File: config.mk
export PLATFORM = sky130hd
export DESIGN_NAME = nor_flash_host
export DESIGN_NICKNAME = d
export VERILOG_FILES = /design/src/flash_seq_pkg.sv /design/src/nor_flash_host.sv
export VERILOG_INCLUDE_DIRS = /design/src
export SDC_FILE = /design/constraint.sdc
export NUM_CORES = 1
export LEC_CHECK = 0
export ABC_AREA = 1
export CORE_UTILIZATION = 60
export DETAILED_ROUTE_END_ITERATION = 8
export DONT_BUFFER_PORTS = 1
export PLACE_DENSITY = 0.76
export SYNTH_ARGS = -nofsm -noshare
export SYNTH_HDL_FRONTEND = slang
export SYNTH_SLANG_ARGS = --single-unit
File: constraint.sdc
create_clock -name clock_i -period 10.7 [get_ports clock_i]
set_clock_uncertainty 0.1 [all_clocks]
set_input_delay 0.535 -clock clock_i [delete_from_list [all_inputs] [get_ports clock_i]]
set_output_delay 0.535 -clock clock_i [all_outputs]
set_load 0.05 [all_outputs]
File: src/flash_seq_map.svh
// constants of the parallel nor flash command sequencer host
// assumes a 250 MHz clock and the flash pins wired straight to the host
`ifndef FLASH_SEQ_MAP_SVH
`define FLASH_SEQ_MAP_SVH

`define ADDR_W 20
`define DATA_W 16
`define BLOCK_LSB 15
`define SECTOR_LSB 11
`define PROT_BLOCK 5'h00
`define UNLOCK_ADDR1 20'h05555
`define UNLOCK_ADDR2 20'h02aaa
`define CODE_UNLOCK1 16'h00aa
`define CODE_UNLOCK2 16'h0055
`define CODE_PROG 16'h00a0
`define CODE_ERASE_SETUP 16'h0080
`define CODE_SECTOR_ERASE 16'h0030
`define CODE_BLOCK_ERASE 16'h0050
`define CODE_CHIP_ERASE 16'h0010
`define CODE_SUSPEND 16'h00b0
`define CODE_RESUME 16'h0030
`define PROG_LEN 3'h4
`define ERASE_LEN 3'h6
`define SINGLE_LEN 3'h1
`define TOGGLE_BIT 6
`define POLL_BIT 7
`define POLL_CONFIRM 2'h3

`define CLK_NS 4
`define T_SETUP_NS 10
`define T_WE_LOW_NS 40
`define T_WE_HIGH_NS 30
`define T_ACCESS_NS 70
`define T_READ_REC_NS 20
`define T_PROG_NS 40000
`define T_SETTLE_NS 1000
`define T_SUSPEND_NS 20000
`define T_ERASE_NS 100000000
`define CYC_UP(t) (((t) + `CLK_NS - 1) / `CLK_NS)

`endif

File: src/flash_seq_pkg.sv
// types of the parallel nor flash command sequencer host
// assumes flash_seq_map.svh is on the include path
`default_nettype none
`include "flash_seq_map.svh"
package flash_seq_pkg;

    typedef enum logic [2:0] {
        OP_READ, OP_PROG, OP_SECTOR_ERASE, OP_BLOCK_ERASE,
        OP_CHIP_ERASE, OP_SUSPEND, OP_RESUME
    } op_t;

    typedef enum logic [2:0] {
        ST_IDLE, ST_WR_SET, ST_WR_LOW, ST_WR_HIGH,
        ST_RD_ACC, ST_RD_REC, ST_WAIT
    } state_t;

    typedef struct packed {
        op_t op;
        logic [`ADDR_W-1:0] addr;
        logic [`DATA_W-1:0] data;
    } cmd_t;

    typedef struct packed {
        logic [`DATA_W-1:0] data;
        logic error;
    } rsp_t;

    typedef struct packed {
        logic [`ADDR_W-1:0] addr;
        logic [`DATA_W-1:0] data;
    } bus_word_t;

    typedef struct packed {
        logic ce_n;
        logic we_n;
        logic oe_n;
        logic wp_n;
        logic [`ADDR_W-1:0] addr;
        logic [`DATA_W-1:0] dq;
        logic dq_oe_n;
    } pins_t;

    typedef struct packed {
        state_t state;
        op_t op;
        logic [`ADDR_W-1:0] addr;
        logic [`DATA_W-1:0] data;
        logic wp_n;
        logic [2:0] step;
        logic [7:0] cnt;
        logic [31:0] tmo;
        logic [1:0] agree;
        logic have_prev;
        logic prev_tog;
        logic [`DATA_W-1:0] rd_data;
        logic susp;
        logic [`ADDR_W-1:0] susp_addr;
        logic susp_block;
        pins_t pins;
        rsp_t rsp;
        logic rsp_valid;
    } seq_t;

endpackage
`default_nettype wire

File: src/nor_flash_host.sv
// host controller that drives a parallel nor flash through its pins
// assumes flash inputs synchronous to clock_i and the tristate resolved
// outside from flash_o.dq_oe_n
`timescale 1ns/1ns
`default_nettype none
`include "flash_seq_map.svh"
module nor_flash_host #(
    parameter logic [31:0] PROG_TIMEOUT_CYC = 32'(`CYC_UP(`T_PROG_NS)),
    parameter logic [31:0] ERASE_TIMEOUT_CYC = 32'(`CYC_UP(`T_ERASE_NS)),
    parameter logic [31:0] SUSPEND_WAIT_CYC = 32'(`CYC_UP(`T_SUSPEND_NS))
) (
    input wire logic clock_i,
    input wire logic rst_n_i,
    input wire flash_seq_pkg::cmd_t cmd_i,
    input wire logic cmd_valid_i,
    output logic cmd_ready_o,
    input wire logic protect_i,
    output flash_seq_pkg::rsp_t rsp_o,
    output logic rsp_valid_o,
    output logic busy_o,
    output logic suspended_o,
    output flash_seq_pkg::pins_t flash_o,
    input wire logic [`DATA_W-1:0] dq_i
);

    // ****************************************************************
    // helpers
    // ****************************************************************
    function automatic logic [2:0] seq_len(input flash_seq_pkg::op_t op);
        case (op)
            flash_seq_pkg::OP_PROG: seq_len = `PROG_LEN;
            flash_seq_pkg::OP_SECTOR_ERASE,
            flash_seq_pkg::OP_BLOCK_ERASE,
            flash_seq_pkg::OP_CHIP_ERASE: seq_len = `ERASE_LEN;
            default: seq_len = `SINGLE_LEN;
        endcase
    endfunction

    // one bus cycle of a command sequence
    function automatic flash_seq_pkg::bus_word_t seq_word(
        input flash_seq_pkg::op_t op, input logic [2:0] step,
        input logic [`ADDR_W-1:0] addr, input logic [`DATA_W-1:0] data);
        flash_seq_pkg::bus_word_t w;
        w = '{`UNLOCK_ADDR1, `CODE_UNLOCK1};
        case (op)
            flash_seq_pkg::OP_SUSPEND: w = '{addr, `CODE_SUSPEND};
            flash_seq_pkg::OP_RESUME: w = '{addr, `CODE_RESUME};
            default: begin
                case (step)
                    3'h1, 3'h4: w = '{`UNLOCK_ADDR2, `CODE_UNLOCK2};
                    3'h2: w = (op == flash_seq_pkg::OP_PROG) ?
                        '{`UNLOCK_ADDR1, `CODE_PROG} :
                        '{`UNLOCK_ADDR1, `CODE_ERASE_SETUP};
                    // caller keeps target words erased; not checked here
                    3'h3: w = (op == flash_seq_pkg::OP_PROG) ?
                        '{addr, data} : w;
                    3'h5: begin
                        case (op)
                            flash_seq_pkg::OP_SECTOR_ERASE:
                                w = '{addr, `CODE_SECTOR_ERASE};
                            flash_seq_pkg::OP_BLOCK_ERASE:
                                w = '{addr, `CODE_BLOCK_ERASE};
                            default:
                                w = '{`UNLOCK_ADDR1, `CODE_CHIP_ERASE};
                        endcase
                    end
                    default: w = w;
                endcase
            end
        endcase
        return w;
    endfunction

    // same 2 KWord sector, or same 32 KWord block when blk is set
    function automatic logic same_region(input logic [`ADDR_W-1:0] a,
        input logic [`ADDR_W-1:0] b, input logic blk);
        if (blk) begin
            return a[`ADDR_W-1:`BLOCK_LSB] == b[`ADDR_W-1:`BLOCK_LSB];
        end
        return a[`ADDR_W-1:`SECTOR_LSB] == b[`ADDR_W-1:`SECTOR_LSB];
    endfunction

    function automatic logic last_cyc(input logic [7:0] cnt,
        input logic [7:0] lim);
        return cnt == lim - 8'h01;
    endfunction

    // ****************************************************************
    // reset release
    // ****************************************************************
    logic [1:0] rst_sync_q;
    logic rst_n;

    always_ff @(posedge clock_i or negedge rst_n_i) begin
        if (!rst_n_i) begin
            rst_sync_q <= 2'h0;
        end else begin
            rst_sync_q <= {rst_sync_q[0], 1'b1};
        end
    end
    assign rst_n = rst_sync_q[1];

    // ****************************************************************
    // sequencer
    // ****************************************************************
    flash_seq_pkg::seq_t q, d;
    logic refuse;
    logic erase_poll;
    logic tog;
    logic [1:0] agree;
    logic [31:0] limit;
    flash_seq_pkg::bus_word_t w;

    always_comb begin
        d = q;
        d.rsp_valid = 1'b0;
        cmd_ready_o = 1'b0;
        refuse = 1'b0;
        tog = q.rd_data[`TOGGLE_BIT];
        agree = 2'h0;
        limit = (q.op == flash_seq_pkg::OP_PROG) ?
            PROG_TIMEOUT_CYC : ERASE_TIMEOUT_CYC;
        erase_poll = q.op == flash_seq_pkg::OP_SECTOR_ERASE ||
            q.op == flash_seq_pkg::OP_BLOCK_ERASE ||
            q.op == flash_seq_pkg::OP_RESUME;
        case (q.state)
            flash_seq_pkg::ST_IDLE: begin
                cmd_ready_o = 1'b1;
                d.wp_n = ~protect_i;
                case (cmd_i.op)
                    flash_seq_pkg::OP_PROG: refuse = q.susp &&
                        same_region(cmd_i.addr, q.susp_addr,
                        q.susp_block);
                    flash_seq_pkg::OP_SECTOR_ERASE,
                    flash_seq_pkg::OP_BLOCK_ERASE: refuse = q.susp ||
                        (protect_i && cmd_i.addr[`ADDR_W-1:`BLOCK_LSB] ==
                        `PROT_BLOCK);
                    flash_seq_pkg::OP_CHIP_ERASE:
                        refuse = q.susp || protect_i;
                    flash_seq_pkg::OP_SUSPEND: refuse = 1'b1;
                    flash_seq_pkg::OP_RESUME: refuse = !q.susp;
                    default: refuse = 1'b0;
                endcase
                if (cmd_valid_i) begin
                    d.op = cmd_i.op;
                    d.addr = cmd_i.addr;
                    d.data = cmd_i.data;
                    d.step = 3'h0;
                    d.cnt = 8'h00;
                    d.tmo = 32'h0;
                    d.agree = 2'h0;
                    d.have_prev = 1'b0;
                    d.rsp = '{data: '0, error: 1'b0};
                    if (refuse) begin
                        d.rsp.error = 1'b1;
                        d.rsp_valid = 1'b1;
                    end else if (cmd_i.op == flash_seq_pkg::OP_READ) begin
                        d.state = flash_seq_pkg::ST_RD_ACC;
                    end else begin
                        if (cmd_i.op == flash_seq_pkg::OP_RESUME) begin
                            d.susp = 1'b0;
                        end
                        d.state = flash_seq_pkg::ST_WR_SET;
                    end
                end
            end
            flash_seq_pkg::ST_WR_SET: begin
                d.cnt = q.cnt + 8'h01;
                if (last_cyc(q.cnt, 8'(`CYC_UP(`T_SETUP_NS)))) begin
                    d.cnt = 8'h00;
                    d.state = flash_seq_pkg::ST_WR_LOW;
                end
            end
            flash_seq_pkg::ST_WR_LOW: begin
                d.cnt = q.cnt + 8'h01;
                if (last_cyc(q.cnt, 8'(`CYC_UP(`T_WE_LOW_NS)))) begin
                    d.cnt = 8'h00;
                    d.state = flash_seq_pkg::ST_WR_HIGH;
                end
            end
            flash_seq_pkg::ST_WR_HIGH: begin
                d.cnt = q.cnt + 8'h01;
                if (last_cyc(q.cnt, 8'(`CYC_UP(`T_WE_HIGH_NS)))) begin
                    d.cnt = 8'h00;
                    d.step = q.step + 3'h1;
                    d.state = flash_seq_pkg::ST_WR_SET;
                    if (q.step == seq_len(q.op) - 3'h1) begin
                        d.tmo = 32'h0;
                        // status is valid once the last strobe has risen
                        d.state = (q.op == flash_seq_pkg::OP_SUSPEND) ?
                            flash_seq_pkg::ST_WAIT :
                            flash_seq_pkg::ST_RD_ACC;
                    end
                end
            end
            flash_seq_pkg::ST_RD_ACC: begin
                d.cnt = q.cnt + 8'h01;
                d.tmo = q.tmo + 32'h1;
                if (last_cyc(q.cnt, 8'(`CYC_UP(`T_ACCESS_NS)))) begin
                    d.cnt = 8'h00;
                    d.rd_data = dq_i;
                    d.state = flash_seq_pkg::ST_RD_REC;
                end
            end
            flash_seq_pkg::ST_RD_REC: begin
                d.cnt = q.cnt + 8'h01;
                d.tmo = q.tmo + 32'h1;
                if (last_cyc(q.cnt, 8'(`CYC_UP(`T_READ_REC_NS)))) begin
                    d.cnt = 8'h00;
                    d.state = flash_seq_pkg::ST_RD_ACC;
                    // busy while the toggle bit keeps alternating
                    if (q.have_prev && tog == q.prev_tog) begin
                        agree = q.agree + 2'h1;
                    end
                    d.agree = agree;
                    d.have_prev = 1'b1;
                    d.prev_tog = tog;
                    if (q.op == flash_seq_pkg::OP_READ) begin
                        d.rsp = '{data: q.rd_data, error: 1'b0};
                        d.rsp_valid = 1'b1;
                        d.state = flash_seq_pkg::ST_IDLE;
                    end else if (agree == `POLL_CONFIRM) begin
                        d.rsp.data = q.rd_data;
                        d.rsp.error = (q.op == flash_seq_pkg::OP_PROG) ?
                            q.rd_data[`POLL_BIT] != q.data[`POLL_BIT] :
                            !q.rd_data[`POLL_BIT];
                        d.tmo = 32'h0;
                        d.state = flash_seq_pkg::ST_WAIT;
                    end else if (q.tmo >= limit) begin
                        d.rsp.error = 1'b1;
                        d.rsp_valid = 1'b1;
                        d.state = flash_seq_pkg::ST_IDLE;
                    end else if (erase_poll && cmd_valid_i &&
                        cmd_i.op == flash_seq_pkg::OP_SUSPEND) begin
                        cmd_ready_o = 1'b1;
                        if (q.op != flash_seq_pkg::OP_RESUME) begin
                            d.susp_addr = q.addr;
                            d.susp_block =
                                q.op == flash_seq_pkg::OP_BLOCK_ERASE;
                        end
                        d.op = flash_seq_pkg::OP_SUSPEND;
                        d.addr = cmd_i.addr;
                        d.step = 3'h0;
                        d.state = flash_seq_pkg::ST_WR_SET;
                    end
                end
            end
            flash_seq_pkg::ST_WAIT: begin
                d.tmo = q.tmo + 32'h1;
                if (q.tmo == ((q.op == flash_seq_pkg::OP_SUSPEND) ?
                    SUSPEND_WAIT_CYC : 32'(`CYC_UP(`T_SETTLE_NS))) -
                    32'h1) begin
                    if (q.op == flash_seq_pkg::OP_SUSPEND) begin
                        d.susp = 1'b1;
                    end
                    d.rsp_valid = 1'b1;
                    d.state = flash_seq_pkg::ST_IDLE;
                end
            end
            default: d.state = flash_seq_pkg::ST_IDLE;
        endcase

        // pins follow the state being entered, so they come from flops
        w = seq_word(d.op, d.step, d.addr, d.data);
        d.pins = '{ce_n: 1'b1, we_n: 1'b1, oe_n: 1'b1, wp_n: d.wp_n,
            addr: d.addr, dq: q.pins.dq, dq_oe_n: 1'b1};
        case (d.state)
            flash_seq_pkg::ST_WR_SET, flash_seq_pkg::ST_WR_LOW,
            flash_seq_pkg::ST_WR_HIGH: begin
                // output enable stays high whenever the host drives data
                d.pins.ce_n = 1'b0;
                d.pins.we_n = d.state != flash_seq_pkg::ST_WR_LOW;
                d.pins.addr = w.addr;
                d.pins.dq = w.data;
                d.pins.dq_oe_n = 1'b0;
            end
            flash_seq_pkg::ST_RD_ACC: begin
                d.pins.ce_n = 1'b0;
                d.pins.oe_n = 1'b0;
            end
            default: d.pins.ce_n = 1'b1;
        endcase
    end

    always_ff @(posedge clock_i or negedge rst_n) begin
        if (!rst_n) begin
            q <= '{state: flash_seq_pkg::ST_IDLE, op: flash_seq_pkg::OP_READ,
                wp_n: 1'b1, pins: '{ce_n: 1'b1, we_n: 1'b1, oe_n: 1'b1,
                wp_n: 1'b1, addr: '0, dq: '0, dq_oe_n: 1'b1},
                default: '0};
        end else begin
            q <= d;
        end
    end

    assign rsp_o = q.rsp;
    assign rsp_valid_o = q.rsp_valid;
    assign busy_o = q.state != flash_seq_pkg::ST_IDLE;
    assign suspended_o = q.susp;
    assign flash_o = q.pins;

endmodule
`default_nettype wire

==> qor.yml <==
run_status: "complete, no violations"
yosysWarnings: 0
cellPowerDensity_nw_per_um2: 268
drt_first_iter_violations: 755
synthDominantAreaCellType: "dfrtp_1"
clock.fmax_mhz: 228
endpoint_class_of_the_critical_path: "flop"
ant_nets: 0
rsz_0062_raised_after_global_routing: "false"
drt_drc_violations_left: 0
layout-drive-gt1-share_pct: 8.61
num-nets-final: 1310
area_delta_synth_final_pct: 3.20
setup_ws_ns: 6.32
power.share.sequential_pct: 40.7
min-delay-path-class: "primary input to flop"
synthesis.area_um2: 10100
worst-setup-path-type: "flop to flop"
switching_power_mw: 1.33
dp_hpwl_um: 16200
power.leakage_nw: 5.01
comb_power_share_pct: 37.8
maxSlewViolCount: 0
wire_length_of_the_first_global_routing_pass_um: 38700
placement_rows: 47
worst-endpoint-arrival_ns: 4.64
place.detailed.instances: 1441
worst_setup_hold_path_clk_slew_ns: 0.07
numPortBuffers: 0
final.fill_count: 1440
cts_tree: "done"
clock_sink_count: 177
fin_cells: 1474
synth.top_cells.by_area: "dfrtp_1, nand2_1, inv_1"
max-slew-margin-rel_pct: 24.2
num_antenna_cells: 0
grt_antenna_before_repair: 0
ios: 121
maxCapViolations: 0
drt-vias-per-instance: 5.59
timing.critical_path.fanout_max: 26
proportion_of_total_power_due_to_net_switching_pct: 47.6
yosys.area.top_type_share_pct: 42.6
detailedPlace.worstSlack_ns: 6.45
post_cts.repair.setup_buffers: 0
finalCritPeriodShare_pct: 40.9
detailroute.via_count: 8235
number_of_global_route_vias_before_repair: 7715
total_global_routing_track_utilization_pct: 27.6
initial_core_util_pct: 61.1
global_route.overflow_total: 0
yosys.cell_types.count: 59
die_area_um2: 17300
clk_root_buffer_cell: "clkbuf_16"
die_y_um: 132
post-route-min-period_ns: 4.38
grt_start_max_net_pins: 80
setup_viol: 0
worstPathRequired_ns: 10.96
pwr-share-clk_pct: 21.6
numCtsBuffers: 17
ctsLongestPathBuffers: 2
gp_routability_congestion: 0.883
avgSynthCellArea_um2: 7.75
cts_htree_levels: 4
p_int_mw: 1.46
synth_fp_nets: 1372
finalHoldViolations: 0
synth.ff_latch_count: 177
first_pass_iters: 5
synth_sequential_area_ratio_pct: 43.9
timing_worst_slew_pin_value_ns: 1.14
post_synth_inst_count: 1303
clock_latency_ns: 0.43
critPathLaunchType: "flop"
setup_tns_ns: 0
floorplan.die.width_um: 132
detail_route.wirelength_um: 22900
vdd_drop_max_mv: 0.169
core_um2: 16500
post_drt_wl_per_cell_um: 15.5
==> kinds of logic after synthesis <==
kind of cell               count (synthesis)  share of synthesized area [%]
and+or+nand+nor                          641                           28.1
muxes                                     16                           1.77
adders and majority gates                 10                           1.24
xor gates and xnor gates                  29                           2.52
other                                      1                         0.0371
DFF                                      177                           43.9
AOI/OAI and AO/OA                        185                           10.7
buffers and inverters                    244                           11.7
==> cell usage in the layout, fill, tap and decap left out, types with 5 or more instances in the layout <==
cell type and count:
inv_1 146, nor2_1 142, nor2_4 6, nand4_1 15, a22oi_1 9, nand2_2 7, dfstp_2 5, dfrtp_1 171
a221oi_1 14, inv_6 6, nand3b_1 5, nand2_1 337, nand2_4 5, ha_1 10, clkbuf_16 17, nand3_1 65
xor2_1 20, buf_4 6, nor3_1 31, inv_2 7, o21ai_1 11, xnor2_1 9, nor2_2 5, o21ai_0 77
mux2_2 15, a21oi_1 49, nor4_1 6
==> worst max-delay path: stages, from the launching register on <==
cell and delay [ns]:
dfrtp_1 0.45, nor2_1 0.09, nand2_1 0.57, inv_1 0.22, nor2_2 0.81, inv_1 0.41
o21ai_1 0.34, nand2_1 0.11, nand3_1 0.19, nand2_2 0.11, nor2_2 0.38, nand2_1 0.16
nand2_4 0.16, nor2_2 0.08, nor2_1 0.11
==> path summary, 6_finish.rpt <==
check                                     end  slack [ns]          start  cells after the start
worst min-delay path              flash_o[37]         0.1      protect_i                      1
worst max register to register    flash_o[33]        6.32         q[185]                     14
max in group asynchronous              q[177]        8.78  rst_sync_q[1]                      1
worst max-delay path              flash_o[33]        6.32         q[185]                     14
worst min register to register  rst_sync_q[1]        0.26  rst_sync_q[0]                      0
min in group asynchronous       rst_sync_q[1]        0.22        rst_n_i                      1
==> synth_stat cells (all sizes together) <==
library cell	n
a211oi	2
a21boi	1
a21oi	52
a221oi	14
a22oi	9
a2bb2oi	2
a31o	2
a31oi	2
and2	3
buf	71
clkbuf	17
clkinv	2
conb	1
dfrtp	172
dfstp	5
ha	10
inv	154
mux2	15
mux2i	1
nand2	350
nand3	70
nand3b	5
nand4	16
nor2	154
nor3	32
nor3b	4
nor4	6
o21a	2
o21ai	90
o21bai	1
o221ai	1
o22ai	2
o31ai	3
o32ai	1
o41ai	1
or2	1
xnor2	9
xor2	20
==> state kept, by name, indices dropped and copies added (netlist names) <==
name         count
rsp_valid_o      1
suspended_o      1
flash_o         41
rst_sync_q       2
rsp_o           17
q              115
==> power groups by stage <==
stage | combinational (mW) | sequential (mW) | clock (mW)
finish | 1.05 | 1.13 | 0.602
global route | 1.20 | 1.15 | 0.637
CTS | 1.05 | 1.13 | 0.612
detailed placement | 1.04 | 1.15 | 0
global placement | 1.02 | 1.14 | 0
floorplan | 1.10 | 0.926 | 0
==> metrics by stage <==
stage          power [mW]  cell area (µm²)  utilization (%)  hold WS [ns]
2_1_floorplan        2.02            10100                -         0.139
3_3_place_gp         2.16             9840             59.6         0.139
3_5_place_dp         2.19             9840             59.6         0.139
4_1_cts              2.79            10400             63.0        0.0949
5_1_grt              2.99            10400             63.0         0.110
6_report             2.79            10400             63.0        0.0988
==> layer usage <==
metal,GRT usage [%],part of all wire (%),vias up
li1,-,-,4016
met1,39.5,45,3900
met2,42.6,46,290
met3,5.52,7.8,29
met4,8.33,1.5,0
met5,0,0,-
==> final cells by class <==
type / instances / area, µm² / area share (%)
inverters: 156 / 589 / 5.66
clock buffers: 19 / 443 / 4.25
repair buffers: 7 / 55.1 / 0.528
well taps: 220 / 275 / 2.64
multi-input cells: 882 / 4490 / 43.1
clock inverters: 13 / 124 / 1.19
flip-flops and latches: 177 / 4440 / 42.6
==> timing repair <==
action                                 in CTS  in global routing
gates resized for setup                     0                  0
hold buffers                                1                  0
endpoints found under the hold margin       2                  0
Power figures use the tool's default switching activity.
